$ cat config.mk
export PLATFORM = sky130hd
export DESIGN_NAME = amdsl_regs
export DESIGN_NICKNAME = d
export VERILOG_FILES = /design/src/include/amdsl_pkg.sv /design/src/verilog/amdsl_regs.sv
export SDC_FILE = /design/constraint.sdc
export NUM_CORES = 1
export LEC_CHECK = 0
export BUFFER_PORTS_ARGS = -buffer_cell sky130_fd_sc_hd__buf_2
export CORE_MARGIN = 4
export CORE_UTILIZATION = 50
export CTS_CLUSTER_DIAMETER = 60
export CTS_CLUSTER_SIZE = 40
export DETAILED_ROUTE_END_ITERATION = 8
export PLACE_DENSITY = 0.75
export SLEW_MARGIN = 20
export SYNTH_ARGS = -nofsm -noshare
export SYNTH_HDL_FRONTEND = slang
export SYNTH_SLANG_ARGS = --single-unit
$ cat constraint.sdc
create_clock -name clock -period 2.3 [get_ports clock]
set_clock_uncertainty 0.1 [all_clocks]
set_input_delay 0 -clock clock [delete_from_list [all_inputs] [get_ports clock]]
set_output_delay 0 -clock clock [all_outputs]
set_load 0.005 [all_outputs]
$ cat src/include/amdsl_pkg.sv
// Package: register map, field layout and carriers for the AM drive level register bank
// Function
// RL1: Select 0: depth target steers modulated level
// RL2: Select 1: modulated level from AM mask
// RL3: Read-only result: ones disable modulated segments
// RL4: Failed calibration loads all ones result
// RL5: AM mask disables segments only when select=1
// RL6: Normal mask disables segments when unmodulated
// RL7: Bit 7 is 2 Ohm, bit 0 256 Ohm
// RL8: Normal mask all ones tristates the drivers
// RL9: Control and masks clear on reset, defaults
// RL10: Result register clears on reset, defaults
// RL11: Select 0: result register is modulated mask
// RL12: Writes to result, control bit 0 ignored
package amdsl_pkg;

    // ------------------------------------------------------------------
    // Widths
    // ------------------------------------------------------------------
    localparam int ADDR_W = 8;
    localparam int DATA_W = 8;
    localparam int SEG_N = 8;
    localparam int DEPTH_W = 6;

    // ------------------------------------------------------------------
    // Register offsets
    // ------------------------------------------------------------------
    localparam logic [ADDR_W-1:0] AM_DEPTH_CONTROL_OFS = 8'h24;
    localparam logic [ADDR_W-1:0] AM_DEPTH_RESULT_OFS = 8'h25;
    localparam logic [ADDR_W-1:0] AM_LEVEL_SEGMENT_MASK_OFS = 8'h26;
    localparam logic [ADDR_W-1:0] NORMAL_LEVEL_SEGMENT_MASK_OFS = 8'h27;
    localparam logic [ADDR_W-1:0] IRQ_STATUS_OFS = 8'h30;
    localparam logic [ADDR_W-1:0] IRQ_MASK_OFS = 8'h31;
    localparam logic [ADDR_W-1:0] DRIVE_STATE_OFS = 8'h32;

    // ------------------------------------------------------------------
    // Field positions
    // ------------------------------------------------------------------
    localparam int LEVEL_SOURCE_SELECT_POS = 7;
    localparam int DEPTH_TARGET_MSB_POS = 6;
    localparam int DEPTH_TARGET_LSB_POS = 1;
    localparam int IRQ_CAL_DONE_POS = 0;
    localparam int IRQ_CAL_FAIL_POS = 1;
    localparam int IRQ_TRISTATE_POS = 2;
    localparam int IRQ_N = 3;
    localparam int STATE_TRISTATE_POS = 0;
    localparam int STATE_MODULATED_POS = 1;
    localparam int STATE_SOURCE_POS = 2;

    // ------------------------------------------------------------------
    // Reset and special values
    // ------------------------------------------------------------------
    localparam logic [DATA_W-1:0] REG_RESET_VAL = 8'h00;
    localparam logic [DATA_W-1:0] CAL_FAIL_VAL = 8'hFF;
    localparam logic [SEG_N-1:0] ALL_SEG_OFF = 8'hFF;
    localparam logic [IRQ_N-1:0] IRQ_RESET_VAL = 3'h0;

    // ------------------------------------------------------------------
    // Carriers
    // ------------------------------------------------------------------
    typedef struct packed {
        logic [ADDR_W-1:0] addr;
        logic [DATA_W-1:0] wdata;
        logic wr;
        logic rd;
    } amdsl_bus_req_t;

    typedef struct packed {
        logic done;
        logic fail;
        logic [SEG_N-1:0] mask;
    } amdsl_cal_t;

endpackage

$ cat src/verilog/amdsl_regs.sv
// Module: AM drive level register bank with segment mask selection and interrupt
`timescale 1ns/100ps
module amdsl_regs (
    input wire logic clock,
    input wire logic rst,
    input wire amdsl_pkg::amdsl_bus_req_t bus_req,
    output logic [amdsl_pkg::DATA_W-1:0] bus_rdata,
    input wire logic restore_defaults,
    input wire amdsl_pkg::amdsl_cal_t cal_in,
    input wire logic am_modulate,
    output logic [amdsl_pkg::DEPTH_W-1:0] depth_target,
    output logic [amdsl_pkg::SEG_N-1:0] segment_enable,
    output logic antenna_driver_tristate,
    output logic irq
);
    import amdsl_pkg::*;

    // ------------------------------------------------------------------
    // Register storage
    // ------------------------------------------------------------------
    logic level_source_select_q;
    logic [DEPTH_W-1:0] depth_target_q;
    logic [DATA_W-1:0] am_depth_result_q;
    logic [SEG_N-1:0] am_level_segment_mask_q;
    logic [SEG_N-1:0] normal_level_segment_mask_q;
    logic [IRQ_N-1:0] irq_status_q;
    logic [IRQ_N-1:0] irq_status_d;
    logic [IRQ_N-1:0] irq_mask_q;
    logic [IRQ_N-1:0] irq_mask_d;
    logic [DATA_W-1:0] bus_rdata_q;
    logic [DATA_W-1:0] rdata_d;
    logic [SEG_N-1:0] segment_enable_q;
    logic antenna_driver_tristate_q;
    logic irq_q;
    logic drive_modulated_q;

    // ------------------------------------------------------------------
    // Decoded strobes
    // ------------------------------------------------------------------
    logic wr_control;
    logic wr_am_mask;
    logic wr_normal_mask;
    logic wr_irq_status;
    logic wr_irq_mask;
    logic defaults;

    // Address decode of write strobes
    assign wr_control = bus_req.wr && (bus_req.addr == AM_DEPTH_CONTROL_OFS);
    assign wr_am_mask = bus_req.wr && (bus_req.addr == AM_LEVEL_SEGMENT_MASK_OFS);
    assign wr_normal_mask = bus_req.wr && (bus_req.addr == NORMAL_LEVEL_SEGMENT_MASK_OFS);
    assign wr_irq_status = bus_req.wr && (bus_req.addr == IRQ_STATUS_OFS);
    assign wr_irq_mask = bus_req.wr && (bus_req.addr == IRQ_MASK_OFS);

    // Power-up and restore-defaults share one clearing path
    assign defaults = rst || restore_defaults;

    // ------------------------------------------------------------------
    // Depth control register
    // ------------------------------------------------------------------

    // Select bit and depth target; bit 0 is not stored
    always_ff @(posedge clock) begin
        // RL9 clear on defaults
        if (defaults) begin
            level_source_select_q <= REG_RESET_VAL[LEVEL_SOURCE_SELECT_POS];
            depth_target_q <= REG_RESET_VAL[DEPTH_TARGET_MSB_POS:DEPTH_TARGET_LSB_POS];
        end else if (wr_control) begin
            level_source_select_q <= bus_req.wdata[LEVEL_SOURCE_SELECT_POS];
            // RL12 bit 0 dropped
            depth_target_q <= bus_req.wdata[DEPTH_TARGET_MSB_POS:DEPTH_TARGET_LSB_POS];
        end
    end

    // ------------------------------------------------------------------
    // Calibration result register
    // ------------------------------------------------------------------

    // Loaded only by the calibration engine, never by the bus
    always_ff @(posedge clock) begin
        // RL10 clear on defaults
        if (defaults) begin
            am_depth_result_q <= REG_RESET_VAL;
        // A failed run ignores the mask that came with it
        // RL4 failure forces ones
        end else if (cal_in.done && cal_in.fail) begin
            am_depth_result_q <= CAL_FAIL_VAL;
        // RL3 store calibrated segments
        end else if (cal_in.done) begin
            am_depth_result_q <= cal_in.mask;
        end
    end

    // ------------------------------------------------------------------
    // Segment mask registers
    // ------------------------------------------------------------------

    // AM modulated level mask
    always_ff @(posedge clock) begin
        // RL9 clear on defaults
        if (defaults) begin
            am_level_segment_mask_q <= REG_RESET_VAL;
        end else if (wr_am_mask) begin
            am_level_segment_mask_q <= bus_req.wdata;
        end
    end

    // Normal unmodulated level mask
    always_ff @(posedge clock) begin
        // RL9 clear on defaults
        if (defaults) begin
            normal_level_segment_mask_q <= REG_RESET_VAL;
        end else if (wr_normal_mask) begin
            normal_level_segment_mask_q <= bus_req.wdata;
        end
    end

    // ------------------------------------------------------------------
    // Driver segment control
    // ------------------------------------------------------------------
    logic [SEG_N-1:0] am_disable;
    logic [SEG_N-1:0] active_disable;

    // Modulated disable mask chosen by the level source select bit
    always_comb begin
        if (level_source_select_q) begin
            // RL2 direct mask source
            am_disable = am_level_segment_mask_q;
        end else begin
            // RL1 RL11 calibrated source
            am_disable = am_depth_result_q;
        end
    end

    // RL5 RL6 state picks mask
    assign active_disable = am_modulate ? am_disable : normal_level_segment_mask_q;

    // One flop per segment; index i drives the weight 2^(8-i) Ohm
    genvar seg;
    generate
        for (seg = 0; seg < SEG_N; seg++) begin : g_seg
            // RL7 bit 7 strongest segment
            always_ff @(posedge clock) begin
                // Reset holds every segment off; defaults only clear the control, result and mask registers
                if (rst) begin
                    segment_enable_q[seg] <= 1'b0;
                end else begin
                    segment_enable_q[seg] <= ~active_disable[seg];
                end
            end
        end
    endgenerate

    // Tristate flag while every normal segment is off
    // Only unmodulated; a modulated burst keeps its AM mask
    always_ff @(posedge clock) begin
        if (rst) begin
            antenna_driver_tristate_q <= 1'b0;
        end else begin
            // RL8 all ones tristates
            antenna_driver_tristate_q <= !am_modulate
                && (normal_level_segment_mask_q == ALL_SEG_OFF);
        end
    end

    // Modulation state copy for the state register
    always_ff @(posedge clock) begin
        if (rst) begin
            drive_modulated_q <= 1'b0;
        end else begin
            drive_modulated_q <= am_modulate;
        end
    end

    // ------------------------------------------------------------------
    // Interrupt status and mask
    // ------------------------------------------------------------------
    logic [IRQ_N-1:0] irq_event;
    logic tristate_prev_q;

    // Events: calibration done, calibration failed, drivers entered tristate
    assign irq_event[IRQ_CAL_DONE_POS] = cal_in.done;
    assign irq_event[IRQ_CAL_FAIL_POS] = cal_in.done && cal_in.fail;
    assign irq_event[IRQ_TRISTATE_POS] = antenna_driver_tristate_q && !tristate_prev_q;

    // Tristate edge history
    always_ff @(posedge clock) begin
        if (rst) begin
            tristate_prev_q <= 1'b0;
        end else begin
            tristate_prev_q <= antenna_driver_tristate_q;
        end
    end

    // Write one to clear; a new event in the same cycle wins
    always_comb begin
        irq_status_d = irq_status_q;
        if (wr_irq_status) begin
            irq_status_d = irq_status_q & ~bus_req.wdata[IRQ_N-1:0];
        end
        // Events merge after the clear, so a same-cycle event survives
        irq_status_d = irq_status_d | irq_event;
    end

    // Sticky status bits
    always_ff @(posedge clock) begin
        if (rst) begin
            irq_status_q <= IRQ_RESET_VAL;
        end else begin
            irq_status_q <= irq_status_d;
        end
    end

    // Mask next value, so the line never lags a mask write
    always_comb begin
        irq_mask_d = irq_mask_q;
        if (wr_irq_mask) begin
            irq_mask_d = bus_req.wdata[IRQ_N-1:0];
        end
    end

    // Interrupt mask, one enables the matching status bit
    always_ff @(posedge clock) begin
        if (rst) begin
            irq_mask_q <= IRQ_RESET_VAL;
        end else begin
            irq_mask_q <= irq_mask_d;
        end
    end

    // ------------------------------------------------------------------
    // Interrupt line
    // ------------------------------------------------------------------

    // Level interrupt from the next status and mask values
    always_ff @(posedge clock) begin
        if (rst) begin
            irq_q <= 1'b0;
        end else begin
            irq_q <= |(irq_status_d & irq_mask_d);
        end
    end

    // ------------------------------------------------------------------
    // Read path
    // ------------------------------------------------------------------

    // Read mux; unmapped addresses return zero
    always_comb begin
        rdata_d = '0;
        case (bus_req.addr)
            // Unused bit 0 stays zero on readback
            AM_DEPTH_CONTROL_OFS: begin
                rdata_d[LEVEL_SOURCE_SELECT_POS] = level_source_select_q;
                rdata_d[DEPTH_TARGET_MSB_POS:DEPTH_TARGET_LSB_POS] = depth_target_q;
            end
            AM_DEPTH_RESULT_OFS: begin
                // RL3 result readback
                rdata_d = am_depth_result_q;
            end
            AM_LEVEL_SEGMENT_MASK_OFS: begin
                rdata_d = am_level_segment_mask_q;
            end
            NORMAL_LEVEL_SEGMENT_MASK_OFS: begin
                rdata_d = normal_level_segment_mask_q;
            end
            IRQ_STATUS_OFS: begin
                rdata_d[IRQ_N-1:0] = irq_status_q;
            end
            IRQ_MASK_OFS: begin
                rdata_d[IRQ_N-1:0] = irq_mask_q;
            end
            DRIVE_STATE_OFS: begin
                rdata_d[STATE_TRISTATE_POS] = antenna_driver_tristate_q;
                rdata_d[STATE_MODULATED_POS] = drive_modulated_q;
                rdata_d[STATE_SOURCE_POS] = level_source_select_q;
            end
            default: begin
                rdata_d = '0;
            end
        endcase
    end

    // Read data stands for one cycle after the read strobe
    always_ff @(posedge clock) begin
        if (rst) begin
            bus_rdata_q <= '0;
        end else if (bus_req.rd) begin
            bus_rdata_q <= rdata_d;
        end else begin
            // Idle cycles read zero, so stale data never looks valid
            bus_rdata_q <= '0;
        end
    end

    // ------------------------------------------------------------------
    // Outputs
    // ------------------------------------------------------------------
    assign bus_rdata = bus_rdata_q;
    assign depth_target = depth_target_q;
    assign segment_enable = segment_enable_q;
    assign antenna_driver_tristate = antenna_driver_tristate_q;
    assign irq = irq_q;

endmodule
==> flow_summary.json, run 1 <==
{
  "setup_tns_ps": 0,
  "reg2reg_to": "segment_enable[3]",
  "cts_buffer_depth": 2,
  "wl_mm": 6.423,
  "cts_tree": "done",
  "cts_htree_levels": 3,
  "power.leakage_nw": 1.420,
  "swShare_pct": 24.51,
  "end_kind": "flop",
  "busiest_layer": "met2",
  "areaGrowthSynthToFinish_pct": 28.93,
  "drtAntennaViolNets": 0,
  "peakVddDrop_uv": 570.3,
  "synth.distinct_cells": 40,
  "antenna_found_initial": 0,
  "yosys.area.top_type": "dfxtp_1",
  "use_met2_pct": 33.96,
  "design_area_um2": 3212,
  "grt_usage_pct": 21.97,
  "clockRootBuffer": "clkbuf_8",
  "synthArstFlopShare_pct": 0,
  "hp-class": "input port to flop",
  "yosys_warnings": 0,
  "numPortBuffers": 55,
  "num_vias": 2286,
  "period_needed_ps": 1943,
  "use_met1_pct": 29.21,
  "p_seq_share_pct": 51.5,
  "use_met3_pct": 4.587,
  "hold_violations": 0,
  "crit_arrival_ps": 2120,
  "status": "complete, no violations",
  "drt_iter0_drc": 293,
  "setup.worst_path.start_class": "flop",
  "die-area_um2": 6176,
  "power_frac_comb_pct": 10.2,
  "cts.sinks": 57,
  "slew_headroom_pct": 59.19,
  "synthTopCellsByArea": "dfxtp_1 (46%), mux2i_1 (14%), nor2_1 (8.1%)",
  "ctsResizeCount": 0,
  "grt_pass1_wl_mm": 10.47,
  "ys.flop_type": "dfxtp_1",
  "wl_per_cell_um": 15.44,
  "drv_slew": 0,
  "switchingPower_mw": 0.4838,
  "die_height_um": 78.59,
  "final_nets": 376,
  "min_to": "irq_status_q[0]",
  "gr-total-overflow": 0,
  "worstHoldPathCells": 3,
  "diodes": 0,
  "grt_start_max_net_pins": 32,
  "fill_cells": 405,
  "post-synth-top-count-cell": "dfxtp_1",
  "syn_nets": 299,
  "route.detailed.drc": 0,
  "layout-drive-gt1-share_pct": 23.78,
  "rows": 25,
  "maxCapViolations": 0,
  "worst_pin_slew_ps": 611.3,
  "crit_type": "flop to flop",
  "synth_top_area_share_pct": 45.81,
  "die_w_um": 78.59,
  "rsz0062_at_grt": "false",
  "r2r_slack_ps": 360,
  "reg2reg_depth": 4,
  "clk_pin_slew_ps": 60,
  "required_ps": 2480,
  "first_pass_iters": 6,
  "dp_hpwl_mm": 4.275,
  "ys_top_cells_by_count": "dfxtp_1 (57), nor2_1 (54), mux2i_1 (34), a21oi_1 (16), nand2_1 (11)",
  "clock_latency_ps": 330,
  "post_cts_buffers": 0,
  "vias_per_cell": 5.495,
  "pin_count": 56,
  "syn_inst": 267,
  "r2r_start": "level_source_select_q",
  "power.internal_mw": 1.490,
  "final-setup-viol-count": 0,
  "worstHoldStart": "cal_in[9]",
  "core_um2": 4786,
  "ys_ff_latch": 57,
  "placed_area_um2": 2786,
  "ys_seq_area_share_pct": 45.81,
  "cp_max_fo": 11,
  "synth_edf_count": 0,
  "syn_avg_cell_area_um2": 9.330,
  "period_share_pct": 84.47,
  "start_util_pct": 52.05,
  "power_density_nw_per_um2": 614.6,
  "grt_pass1_vias": 2148,
  "fmax_mhz": 514.7,
  "p_clk_share_pct": 38.3,
  "numCtsBuffers": 9,
  "netlist_area_um2": 2491,
  "gp_congestion": 0.8343
}
## worst max-delay path, stage by stage, from the launching register on
cell and delay, ps:
dfxtp_1 710, mux2i_1 340, a21oi_1 100, nor2_1 90, dlygate4sd3_1 540
## layout by cell type, fill, tap and decap left out, types with 3 or more instances in the layout
cell	n
a222oi_1	5
buf_2	55
mux2i_1	34
nor2_1	54
dfxtp_1	57
clkinv_2	4
clkbuf_8	9
dlygate4sd3_1	27
o22ai_1	8
a21oi_1	16
clkbuf_1	3
o2bb2ai_1	4
inv_1	6
nand2_1	11
nor2b_1	10
nand3_1	7
mux2_2	5
## worst max path at each step
| stage | startpoint | end | slack (ps) | depth (start not counted) |
|---|---|---|---|---|
| 3_5_place_dp | bus_req[13] | irq | 650 | 5 |
| 5_1_grt | level_source_select_q | segment_enable[3] | 320 | 4 |
| 6_report | level_source_select_q | segment_enable[3] | 360 | 4 |
| 2_1_floorplan | bus_req[13] | irq | 890 | 4 |
| 4_1_cts | level_source_select_q | segment_enable[3] | 430 | 4 |
| 3_3_place_gp | bus_req[13] | irq | 680 | 5 |
## metrics by stage
stage	hold WS (ps)	total power [mW]	instances	util, %	setup slack (ps)
4_1_cts	0.4684	1.984	416	67.11	432.3
5_1_grt	18.38	2.060	416	67.11	318.1
3_3_place_gp	141.8	1.192	373	58.22	675.6
2_1_floorplan	43.94	1.130	267	-	886.7
3_5_place_dp	149.8	1.193	373	58.22	647.9
6_report	10.38	1.974	416	67.11	357.3
## state kept, by name, summed over array words and instances, names as in the netlist
register and count:
tristate_prev_q 1, level_source_select_q 1, irq_status_q 3, segment_enable 8, bus_rdata 8, depth_target 6, irq 1, antenna_driver_tristate 1
normal_level_segment_mask_q 8, am_depth_result_q 8, am_level_segment_mask_q 8, irq_mask_q 3, drive_modulated_q 1
## per-layer routing
metal	part of all wire [%]	up-vias
met2	45	106
met1	45	1068
met4	2.0	0
met3	7.8	13
li1	-	1099
met5	0	-
## area by class of cell
class	count	area [um^2]	share of cell area, %
Sequential cell	57	1141	35.53
Clock inverter	4	20.02	0.6233
Clock buffer	12	135.1	4.207
Timing Repair Buffer	83	553.0	17.22
Multi-Input combinational cell	187	1256	39.11
Inverter	6	22.52	0.7012
Tap cell	67	83.83	2.610
## power groups by stage
stage | Clock [mW] | Combinational, mW | Sequential [mW]
6_report | 0.755 | 0.201 | 1.02
5_1_grt | 0.823 | 0.219 | 1.02
4_1_cts | 0.771 | 0.196 | 1.02
3_5_place_dp | 0 | 0.155 | 1.04
3_3_place_gp | 0 | 0.153 | 1.04
2_1_floorplan | 0 | 0.0921 | 1.04
## cells by family (layout without fill, tap and decap cells)
group	Yosys count	after routing	synth area share [%]
and+or+nand+nor	103	103	22.05
DFF	57	57	45.81
AOI/OAI and AO/OA	45	45	12.46
muxes	39	39	15.92
buffers and inverters	23	105	3.767
## timing repair
item                                    CTS  global route
endpoints found under the setup margin    0             0
hold buffers                             27             0
endpoints found under the hold margin    44             0
No activity file was read; power rests on OpenSTA's default activity.
==> run 2: changes to the inputs <==
Clock period 2.3 ns to 1.9 ns, I/O delays scaled along.
==> run 2 against run 1 <==
Effect of this change:
- utilization grew 2.1 points
- die area unchanged
- routed wire length up 1.2%
- final cell count grew 0.72%
- highest routed layer unchanged
==> flow_summary.json, run 2 (synthesized netlist as in run 1, its figures left out) <==
{
  "cp_max_fo": 11,
  "worstHoldStart": "cal_in[9]",
  "period_share_pct": 88.65,
  "layout-drive-gt1-share_pct": 25.28,
  "cts_buffer_depth": 2,
  "routed-wl-met3_um": 447,
  "post_cts_buffers": 0,
  "setup_tns_ps": 0,
  "period_needed_ps": 1684,
  "cts.sinks": 57,
  "antenna_found_initial": 0,
  "end_kind": "flop",
  "final_cell_mix": "dfxtp_1 (56), buf_2 (55), nor2_1 (54)",
  "maxCapViolations": 0,
  "drv_slew": 0,
  "top_layer": "met4",
  "vias_per_cell": 5.399,
  "power_density_nw_per_um2": 835.1,
  "r2r_slack_ps": 220,
  "fill_cells": 389,
  "num_vias": 2262,
  "wl_per_cell_um": 15.51,
  "reg2reg_depth": 4,
  "cts_htree_levels": 3,
  "peakVddDrop_uv": 555.9,
  "total_power_mw": 2.766,
  "grt_start_max_net_pins": 32,
  "start_util_pct": 52.05,
  "dp_hpwl_mm": 4.358,
  "crit_arrival_ps": 1880,
  "clk_pin_slew_ps": 70,
  "numCtsBuffers": 9,
  "areaGrowthSynthToFinish_pct": 32.95,
  "gp_congestion": 0.8378,
  "worstHoldPathCells": 3,
  "dp_slack_ps": 284.9,
  "reg2reg_to": "segment_enable[7]",
  "required_ps": 2100,
  "rows": 25,
  "final_nets": 379,
  "grt_pass1_vias": 2223,
  "min_to": "irq_status_q[0]",
  "pin_count": 56,
  "rsz0062_at_grt": "false",
  "final_common_cell": "dfxtp_1",
  "die-area_um2": 6176,
  "wl_met2_mm": 3.072,
  "gr-total-overflow": 0,
  "hold_ws_ps": 22.95,
  "cts_tree": "done",
  "setup.worst_path.start_class": "flop",
  "worst_pin_slew_ps": 565.1,
  "hp-class": "input port to flop",
  "crit_type": "flop to flop",
  "fmax_mhz": 593.7,
  "final-setup-viol-count": 0,
  "drtAntennaViolNets": 0,
  "numPortBuffers": 55,
  "clock_latency_ps": 350,
  "grt_pass1_wl_mm": 10.93,
  "wl_mm": 6.500,
  "r2r_start": "level_source_select_q",
  "die_height_um": 78.59,
  "grt_usage_pct": 23.08,
  "core_um2": 4786,
  "wl_met1_mm": 2.893,
  "hold_violations": 0,
  "diodes": 0,
  "worst_slack_ps": 215.7,
  "clockRootBuffer": "clkbuf_8",
  "die_w_um": 78.59,
  "route.detailed.drc": 0,
  "first_pass_iters": 4,
  "power.leakage_nw": 1.467,
  "drt_iter0_drc": 218,
  "status": "complete, no violations",
  "slew_headroom_pct": 62.32
}
==> run 2: area by class of cell <==
type	count	area, um^2	area share [%]
Clock inverter	5	77.57	2.342
Sequential cell	57	1142	34.49
Clock buffer	11	151.4	4.571
Timing Repair Buffer	86	578.1	17.45
Tap cell	67	83.83	2.531
Multi-Input combinational cell	187	1256	37.93
Inverter	6	22.52	0.6800
==> run 2: power breakdown <==
group	switching [mW]	leakage [nW]	total, mW	internal (mW)
clock network	0.483	0.115	1.29	0.804
logic	0.124	0.888	0.246	0.123
registers	0.0133	0.464	1.23	1.22
total	0.620	1.47	2.77	2.15
==> run 2: per-layer routing <==
metal | track usage, % | vias up
met5 | 0 | -
met3 | 4.472 | 10
met4 | 10.49 | 0
met1 | 30.15 | 1074
met2 | 36.76 | 74
li1 | - | 1104
==> run 2: worst max-delay path by stage <==
stage                                from                 to  slack, ps
floorplan                     bus_req[13]                irq        490
global placement              bus_req[13]                irq        330
detailed placement            bus_req[13]                irq        280
CTS                 level_source_select_q  segment_enable[7]         40
global route        level_source_select_q  segment_enable[7]        160
finish              level_source_select_q  segment_enable[7]        220
==> run 2: worst max-delay path, stage by stage, from the launching register on <==
cell and delay, ps:
dfxtp_2 530, mux2i_1 270, a21oi_1 90, nor2_1 100, dlygate4sd3_1 550
==> run 2: per-stage QoR <==
step | cell area (um^2) | std cells | utilization, %
detailed placement | 2801 | 375 | 58.54
floorplan | 2491 | 267 | -
global placement | 2801 | 375 | 58.54
global route | 3312 | 419 | 69.20
CTS | 3311 | 419 | 69.18
finish | 3312 | 419 | 69.20
==> run 2: what timing repair did <==
action | 4_1_cts | 5_1_grt
endpoints found under the hold margin | 45 | 0
setup endpoints to repair | 0 | 1
resized for setup | 0 | 1
hold buffers | 28 | 0
